**src/verilog/alu_pkg.sv**
```systemverilog
package alu_pkg;

  // ----------------------------------------------------------------
  // operand widths and constants
  // ----------------------------------------------------------------
  localparam int unsigned word_w = 16;
  localparam int unsigned byte_w = 8;
  localparam logic [15:0] word_min_neg = 16'h8000;
  localparam logic [7:0] byte_min_neg = 8'h80;

  // flag register bit positions
  localparam int unsigned flag_c_pos = 0;
  localparam int unsigned flag_d_pos = 1;
  localparam int unsigned flag_z_pos = 2;
  localparam int unsigned flag_s_pos = 3;
  localparam int unsigned flag_b_pos = 4;
  localparam int unsigned flag_o_pos = 5;
  localparam int unsigned flag_i_pos = 6;
  localparam int unsigned flag_u_pos = 7;
  localparam logic [7:0] flags_reset = 8'h00;
  localparam logic [15:0] result_reset = 16'h0000;

  // latency from issue to result, in cycles
  localparam int unsigned alu_latency = 1;

  typedef enum logic [1:0] {
    op_magnitude = 2'h1,
    op_add_carry = 2'h2
  } alu_op_t;

  // operand is one of the two address registers
  typedef struct packed {
    logic is_addr_reg;
    logic [15:0] value;
  } operand_t;

  typedef struct packed {
    alu_op_t op;
    logic byte_size;
    operand_t src;
    operand_t dest;
  } alu_req_t;

endpackage

```
**src/verilog/magnitude_and_carry_add_alu.sv**
```systemverilog
// Function
// - magnitude replaces destination with its absolute value at selected width.
// - magnitude sets overflow when destination was most negative value, else clears.
// - magnitude sign flag follows result msb at selected width.
// - magnitude zero flag set when result at selected width is zero.
// - carry after magnitude is undefined; nobody may rely on it.
// - add-with-carry stores destination plus source plus carry at selected width.
// - byte add into address register zero-extends source, computes 16 bits.
// - byte add from address register uses only its low eight bits.
// - flags not affected keep value; u, i, b, d always untouched.
// - add-with-carry overflow set on signed range exit, else cleared.
// - add-with-carry carry set when unsigned sum exceeds width, else cleared.
// - add-with-carry sign follows result msb, zero set only for zero result.
module magnitude_and_carry_add_alu
  import alu_pkg::*;
#(
  parameter int unsigned data_w = word_w, // full operand width
  parameter int unsigned part_w = byte_w // byte operand width
) (
  input wire logic clk, // core clock
  input wire logic rstn, // synchronous reset, active low
  input wire logic issue, // one-cycle request strobe
  input wire alu_req_t req, // operation, size and operands
  input wire logic flag_load, // core writes the flag register
  input wire logic [7:0] flag_load_value, // value for flag_load
  output logic result_valid, // one-cycle pulse with result
  output logic [15:0] result, // value to write back to destination
  output logic result_word, // result is 16 bits wide
  output logic [7:0] flags // current flag register
);

  // ----------------------------------------------------------------
  // combinational datapath
  // ----------------------------------------------------------------
  logic [15:0] next_result;
  logic next_word;
  logic next_o;
  logic next_c;
  logic next_s;
  logic next_z;

  // ----------------------------------------------------------------
  // elaboration checks
  // ----------------------------------------------------------------
  // the datapath and flag rules are written for these two widths only
  if (data_w != word_w) begin : g_bad_data_w
    $error("data_w must be 16");
  end
  if (part_w != byte_w) begin : g_bad_part_w
    $error("part_w must be 8");
  end

  // ----------------------------------------------------------------
  // helper functions
  // ----------------------------------------------------------------
  // only the two known operations may touch the flags
  function automatic logic op_known(input alu_op_t op);
    op_known = (op == op_magnitude) || (op == op_add_carry);
  endfunction

  // most negative pattern maps to itself: no positive twin exists
  function automatic logic [15:0] abs16(input logic [15:0] v);
    abs16 = v[15] ? 16'(-v) : v;
  endfunction

  function automatic logic [7:0] abs8(input logic [7:0] v);
    abs8 = v[7] ? 8'(-v) : v;
  endfunction

  // signed overflow from the operand and result sign bits
  function automatic logic add_ovf(input logic sa, input logic sb, input logic sr);
    add_ovf = (sa == sb) && (sr != sa);
  endfunction

  function automatic logic is_zero(input logic [15:0] v, input logic wide);
    is_zero = wide ? (v == 16'h0000) : (v[7:0] == 8'h00);
  endfunction

  function automatic logic msb_of(input logic [15:0] v, input logic wide);
    msb_of = wide ? v[15] : v[7];
  endfunction

  // ----------------------------------------------------------------
  // magnitude path
  // ----------------------------------------------------------------
  logic [15:0] mag_result;
  logic mag_o;

  always_comb begin
    if (req.byte_size) begin
      // upper byte passes through untouched in byte size
      mag_result = {req.dest.value[15:8], abs8(req.dest.value[7:0])};
      mag_o = (req.dest.value[7:0] == byte_min_neg);
    end else begin
      mag_result = abs16(req.dest.value);
      mag_o = (req.dest.value == word_min_neg);
    end
  end

  // ----------------------------------------------------------------
  // add-with-carry path
  // ----------------------------------------------------------------
  logic [15:0] add_a;
  logic [15:0] add_b;
  logic [16:0] add_sum;
  logic add_word;
  logic [15:0] add_result;
  logic add_o;
  logic add_c;

  // issuer keeps address registers off both byte operands
  always_comb begin
    add_word = ~req.byte_size;
    if (req.byte_size && req.dest.is_addr_reg) begin
      add_a = req.dest.value;
      add_b = {8'h00, req.src.value[7:0]};
      add_word = 1'b1;
    end else if (req.byte_size) begin
      add_a = {8'h00, req.dest.value[7:0]};
      add_b = {8'h00, req.src.value[7:0]};
    end else begin
      add_a = req.dest.value;
      add_b = req.src.value;
    end
  end

  always_comb begin
    add_sum = {1'b0, add_a} + {1'b0, add_b} + {16'h0000, flags[flag_c_pos]};
    if (add_word) begin
      add_result = add_sum[15:0];
      add_c = add_sum[16];
      add_o = add_ovf(add_a[15], add_b[15], add_sum[15]);
    end else begin
      // byte result keeps the destination's upper byte
      add_result = {req.dest.value[15:8], add_sum[7:0]};
      add_c = add_sum[8];
      add_o = add_ovf(add_a[7], add_b[7], add_sum[7]);
    end
  end

  // ----------------------------------------------------------------
  // operation select
  // ----------------------------------------------------------------
  always_comb begin
    next_result = req.dest.value;
    next_word = ~req.byte_size;
    next_o = flags[flag_o_pos];
    next_c = flags[flag_c_pos];
    case (req.op)
      op_magnitude: begin
        next_result = mag_result;
        next_o = mag_o;
        // carry is undefined here; keeping it costs no logic
        next_c = flags[flag_c_pos];
      end
      op_add_carry: begin
        next_result = add_result;
        next_word = add_word;
        next_o = add_o;
        next_c = add_c;
      end
      default: begin
        next_result = req.dest.value;
      end
    endcase
    next_s = msb_of(next_result, next_word);
    next_z = is_zero(next_result, next_word);
  end

  // ----------------------------------------------------------------
  // result registers
  // ----------------------------------------------------------------
  always_ff @(posedge clk) begin
    if (!rstn) begin
      result_valid <= 1'b0;
    end else begin
      result_valid <= issue;
    end
  end

  // result holds until the next issue so writeback may take it late
  always_ff @(posedge clk) begin
    if (!rstn) begin
      result <= result_reset;
    end else if (issue) begin
      result <= next_result;
    end
  end

  always_ff @(posedge clk) begin
    if (!rstn) begin
      result_word <= 1'b0;
    end else if (issue) begin
      result_word <= next_word;
    end
  end

  // ----------------------------------------------------------------
  // flag register
  // ----------------------------------------------------------------
  // an issued magnitude or add-with-carry wins over a same-cycle flag load; the load is
  // lost then, so the core must not collide the two on purpose
  always_ff @(posedge clk) begin
    if (!rstn) begin
      flags <= flags_reset;
    end else if (issue && op_known(req.op)) begin
      flags[flag_o_pos] <= next_o;
      flags[flag_s_pos] <= next_s;
      flags[flag_z_pos] <= next_z;
      flags[flag_c_pos] <= next_c;
    end else if (flag_load) begin
      flags <= flag_load_value;
    end
  end

endmodule
```
**config.mk**
```make
export PLATFORM = sky130hd
export DESIGN_NAME = magnitude_and_carry_add_alu
export DESIGN_NICKNAME = d
export VERILOG_FILES = /design/src/verilog/alu_pkg.sv /design/src/verilog/magnitude_and_carry_add_alu.sv
export SDC_FILE = /design/constraint.sdc
export NUM_CORES = 1
export LEC_CHECK = 0
export BUFFER_PORTS_ARGS = -buffer_cell sky130_fd_sc_hd__buf_2
export CAP_MARGIN = 15
export CORE_MARGIN = 2
export CORE_UTILIZATION = 50
export DETAILED_ROUTE_END_ITERATION = 8
export PLACE_DENSITY = 0.84
export SLEW_MARGIN = 20
export SYNTH_ARGS = -nofsm -noshare
export SYNTH_HDL_FRONTEND = slang
export SYNTH_SLANG_ARGS = --single-unit
```
**constraint.sdc**
```tcl
create_clock -name clk -period 4.85 [get_ports clk]
set_input_delay 1.455 -clock clk [delete_from_list [all_inputs] [get_ports clk]]
set_output_delay 1.455 -clock clk [all_outputs]
set_load 0.05 [all_outputs]
```
# Yosys cells after proc, flatten, opt, wreduce, memory -nomap -nowiden
# Cells that the tools add are included.
[totals]
reg_bits = 26
inputBits = 49
output_inout_bits = 26
word_cells = 56
[op_classes]
add_sub_neg = 4
eq_ne = 10
muxes = 22
bitwise_logic = 2
reduce_logical = 11
[ops]
columns = ["operator", "count"]
rows = [
  ["two-way mux 16 bit", 7],
  ["one-hot mux 16 bit (2 select lines)", 1],
  ["adder 16 x 16 -> 17 bit", 1],
  ["adder 17 x 1 -> 17 bit", 1],
  ["equality test 16 bit (second input constant)", 1],
  ["zero test 16 bit", 1],
  ["negator 16 bit", 1],
  ["two-way mux 1 bit", 10],
  ["equality test 8 bit (second input constant)", 1],
  ["zero test 8 bit", 1],
  ["two-way mux 8 bit", 1],
  ["negator 8 bit", 1],
  ["two-way mux 6 bit", 1],
  ["AND reduction 2 bit", 3],
  ["logical AND 1 bit", 4],
  ["inequality test 3 bit (second input constant)", 1],
  ["equality test 1 bit", 2],
  ["equality test 2 x 1 -> 1 bit (second input constant)", 1],
  ["equality test 2 bit (second input constant)", 1],
  ["two-way mux 2 bit", 1],
  ["inequality test 1 bit", 2],
  ["inequality test 2 bit (second input constant)", 1],
  ["NOT 1 bit", 2],
  ["one-hot mux 1 bit (2 select lines)", 1],
  ["2 further kinds", 2],
]

# Depth between registers and ports, before layout
[depth]
ltp_word = 9
depth_mapped = 14
ltp_nobuf = 11

# Worst setup path after synthesis
# No wires, ideal clock.
[synth_path]
path_type = "input-to-reg"
start = "input req[0] (netlist bit)"
end = "register flags[2]"
setup_ns = 0.059
arrival_ns = 4.065
t_required_ns = 4.791
setup_slack_ns = 0.726
cell_stages = 10
path_buffers = 0
path_cell_list = "fa_1 > fa_1 > a211oi_1 > o21ai_1 > o31a_1 > o311a_1 > a211oi_1 > nand4b_1 > nor4b_2 > a31o_1"
[synth_between]
elab_chain_len = 9
word_cells_on_any_way = 15
classes_between = "4 x add/sub; 9 x mux; 2 x reduce/logical"
[synth_lines]
columns = ["element", "line_no", "rtl"]
rows = [
  ["from (decl)", "magnitude_and_carry_add_alu.sv:23", "input wire alu_req_t req,"],
  ["two-way mux 16 bit", "magnitude_and_carry_add_alu.sv:118", "end else if (req.byte_size) begin"],
  ["two-way mux 16 bit", "magnitude_and_carry_add_alu.sv:114", "if (req.byte_size && req.dest.is_addr_reg) begin"],
  ["adder 16 x 16 -> 17 bit", "magnitude_and_carry_add_alu.sv:128", "add_sum = {1'b0, add_a} + {1'b0, add_b} + {16'h0000, flags[flag_c_pos]};"],
  ["adder 17 x 1 -> 17 bit", "magnitude_and_carry_add_alu.sv:128", ""],
  ["two-way mux 16 bit", "magnitude_and_carry_add_alu.sv:129", "if (add_word) begin"],
  ["one-hot mux 16 bit (2 select lines) *", "magnitude_and_carry_add_alu.sv:149", "case (req.op)"],
  ["zero test 16 bit or zero test 8 bit (tied branches)", "magnitude_and_carry_add_alu.sv:76", "is_zero = wide ? (v == 16'h0000) : (v[7:0] == 8'h00);"],
  ["two-way mux 1 bit *", "magnitude_and_carry_add_alu.sv:76", ""],
  ["two-way mux 2 bit *", "magnitude_and_carry_add_alu.sv:206", "end else if (issue && op_known(req.op)) begin"],
  ["to (signal assigned)", "magnitude_and_carry_add_alu.sv:205", "flags <= flags_reset;"],
  ["to (signal, indexed assignment)", "magnitude_and_carry_add_alu.sv:207", "flags[flag_o_pos] <= next_o;"],
  ["to (signal, indexed assignment)", "magnitude_and_carry_add_alu.sv:208", "flags[flag_s_pos] <= next_s;"],
  ["to (decl)", "magnitude_and_carry_add_alu.sv:29", "output logic [7:0] flags"],
]
# Mark *: on every way between the ends. The rest lies on a longest branch, timed or not.
# A chain may end at the register's enable or synchronous reset.

# Worst setup path after layout
# Ends and elaborated chain as after synthesis.

==> summary.md <==
| Metric | Value |
|---|---|
| Status | completed |
| Synthesized area per cell | between 7 and 8 um2 |
| Yosys warnings | 0 |
| Clk buf depth | 2 |
| Routed Wire Length | 8470 um |
| GRT Total Usage | 0.268 |
| Max Slew Vio Count | 0 |
| # setup viols final | 0 |
| Metal-1 WL | about 3800 um |
| Crit path from | req[0] |
| Cell area after synthesis | 0.00286 mm2 |
| Number of remaining DRC errors | 0 |
| Resize count post-CTS | 0 |
| Reg2reg path depth | 10 |
| TritonRoute pass-1 iters | 5 |
| Largest net degree at the start of global routing | 30 |
| Logic pwr share | 0.504 |
| Crit path DAT | between 4 and 5 ns |
| Period utilization | 0.903 |
| WL met3 | approximately 650 um |
| Critical Path Start Type | primary input |
| Crit path setup slack, layout | about 0.47 ns |
| Starting Density | 0.519 |
| Post-CTS Setup Inserts | 0 |
| Slew margin rel. | 0.502 |
| Required time of the critical path | about 5.1 ns |
| Sw frac | 0.428 |
| Library cells used by synthesis | between 60 and 70 |
| Sw power | ~0.31 mW |
| RR Startpoint | flags[0]$_SDFFE_PN0P_ |
| Post-Layout Cell Count | around 530 |
| Final Skew | approximately 0.0013 ns |
| TritonCTS Buffers | 3 |
| Dpl cell area | 0.00326 mm2 |
| Synth Register Bits | 26 |
| Antenna violations before repair | 0 |
| CP cell instances | buf_2 > fa_1 > fa_1 > a211oi_1 > o21ai_1 > o31a_1 > o311a_1 > a211oi_1 > nand4b_1 > nor4b_2 > a31o_1 |
| Least-Margin Pin Slew | around 0.74 ns |
| Hold buffer count at cts | 0 |
| Port buffer count | 73 |
| Drt via density | 6.25 |
| Met2 wire length | 3880 um |
| Post-DRT Antenna Nets | 0 |
| Clock transition at path regs | 0.08 ns |
| PwrDens | between 200 and 250 mW/mm2 |
| WL/cell | 16.1 um |
| Commonest non-fill, non-tap cell in the layout | buf_2 |
| Row cnt | 27 |
| Die Wd | 79.6 um |
| Synth top area share | 0.182 |
| Layout cells sized above 1 | 0.205 |
| Hold WS | 0.458 ns |
| DPL Wire Length | approximately 6700 um |
| Setup crit end kind | register |
| Async SR Flop Fraction | 0 |
| Worst hold path type | register to register |
| Leak | roughly 1.4 nW |
| Flop-to-flop setup slack | 1.44 ns |
| Initial drt markers | 263 |
| Grt ovf | 0 |
| Die height | slightly below 80 um |
| Syn_nets | around 470 |
| Placed cells | approximately 520 |
| Root Buffer | clkbuf_8 |
| Die ar. | 0.00633 mm2 |
| Max frequency | 0.228 GHz |
| CP max stage cell | fa_1 |
| Worst-path fanout max | 5 |
| Highest metal used | met4 |
| TritonCTS clock tree | done |
| Via count | about 3300 |
| Clk_lat worst skew | between 0.2 and 0.3 ns |
| Most frequent cells in the layout | buf_2, nor2_1, nand2_1 |
| Synth Flop Type | dfxtp_1 |
| Max_cap viols | 0 |
| Unrepaired setup endpoints after global routing | no |
| Clock power share | 0.163 |
| Number of global-route vias before repair | between 2000 and 3000 |
| Slowest Stage Delay on Critical Path | ~0.5 ns |
| Final Hold Vio Count | 0 |
| Placer Congestion | 0.937 |
| First-pass GRT wire length | 13800 um |
| VDD IR max | roughly 0.00013 V |
| Synth Instances | 395 |
| Final min period | 4.38 ns |
| Syn-to-layout area delta | 15.5% |
| # IOs | 75 |
| Setup TNS | 0 ns |
| R2r endpoint | flags[2]$_SDFFE_PN0P_ |
| Clock sinks | 26 |
| Setup WS pre-CTS | approximately 0.23 ns |
| Top cell type by total area after synthesis | dfxtp_1 |
| Synth top area cells | dfxtp_1, ha_1, nor2_1 |
| H-tree depth | 1 |
| Number of nets in the final layout | ~530 |
| Internal cell power | roughly 0.41 mW |
| Post-route cell area | 0.00330 mm2 |
| Core Footprint | 0.00551 mm2 |
| Seq/Total Area, Yosys | 0.182 |
| Diode count | 0 |
| Setup CP Type | primary input to register |
| Setup crit end | flags[2]$_SDFFE_PN0P_ |
| Number of synthesized flops with an enable pin | 0 |
| Seq pwr share | 0.333 |
-- worst min-delay path by stage --
stage | start | endpoint | slack, ns | cells after the start
2_1_floorplan | flags[1]$_SDFFE_PN0P_ | flags[1]$_SDFFE_PN0P_ | 0.67 | 2
3_3_place_gp | flags[4]$_SDFFE_PN0P_ | flags[4]$_SDFFE_PN0P_ | 0.44 | 2
3_5_place_dp | flags[1]$_SDFFE_PN0P_ | flags[1]$_SDFFE_PN0P_ | 0.45 | 2
4_1_cts | flags[1]$_SDFFE_PN0P_ | flags[1]$_SDFFE_PN0P_ | 0.46 | 2
5_1_grt | flags[1]$_SDFFE_PN0P_ | flags[1]$_SDFFE_PN0P_ | 0.49 | 2
6_report | flags[1]$_SDFFE_PN0P_ | flags[1]$_SDFFE_PN0P_ | 0.46 | 2
-- metrics by stage --
| stage | power (mW) | util |
|---|---|---|
| 2_1_floorplan | 0.499 | - |
| 3_5_place_dp | 0.597 | 0.591 |
| 4_1_cts | 0.712 | 0.599 |
| 5_1_grt | 0.761 | 0.599 |
| 6_report | 0.716 | 0.599 |
| 3_3_place_gp | 0.590 | 0.591 |
-- final cells by class --
class	count	area [um2]
multi-input cells	336	2210
clock buffers	3	41.3
well taps	72	90.1
flip-flops and latches	26	520
fillers	535	2210
inverters	11	41.3
repair buffers	77	395
-- flip-flops by register name, summed over array words and instances (netlist names) --
signal and cells:
result_word 1, flags 8, result 16, result_valid 1
-- power by group through the flow --
| stage | registers (mW) | clock network, mW | logic (mW) |
|---|---|---|---|
| 6_report | 0.238 | 0.117 | 0.361 |
| 2_1_floorplan | 0.299 | 0 | 0.200 |
| 5_1_grt | 0.240 | 0.129 | 0.391 |
| 4_1_cts | 0.238 | 0.118 | 0.356 |
| 3_5_place_dp | 0.243 | 0 | 0.354 |
| 3_3_place_gp | 0.242 | 0 | 0.347 |
-- Yosys cell counts, drive strengths merged (5+ instances only) --
cell and instances:
mux2i 8, nor2b 15, xor2 5, inv 11, nand3 12, clkbuf 20, a221oi 5, o21ai 30
and2 10, nand2 34, ha 19, a31oi 9, a21oi 25, a211oi 16, dfxtp 26, a21o 6
nand2b 6, xnor2 5, nor4 6, nor2 43, nor3 16
-- worst max-delay path, delay by kind of cell --
family / cells / cell delay (ns)
buffers and inverters: 1 / 0.13
AND/OR/NAND/NOR: 2 / 0.47
AO/OA/AOI/OAI: 6 / 1.59
adder cells (fa/ha/maj): 2 / 0.95
-- per-layer routing --
metal / vias to the layer above / GRT usage
met5: - / 0
met4: 0 / 0.0552
met3: 20 / 0.0351
met2: 156 / 0.445
met1: 1516 / 0.371
li1: 1588 / -
-- cells by family after synthesis --
kind of cell	after synthesis	synth area share
XOR/XNOR	10	0.0307
AND/OR/NAND/NOR	162	0.289
AO/OA/AOI/OAI	133	0.321
flip-flops	26	0.182
buffers and inverters	33	0.0442
adder cells (fa/ha/maj)	21	0.0972
multiplexers	10	0.0359
(Power assumes the default switching activity.)
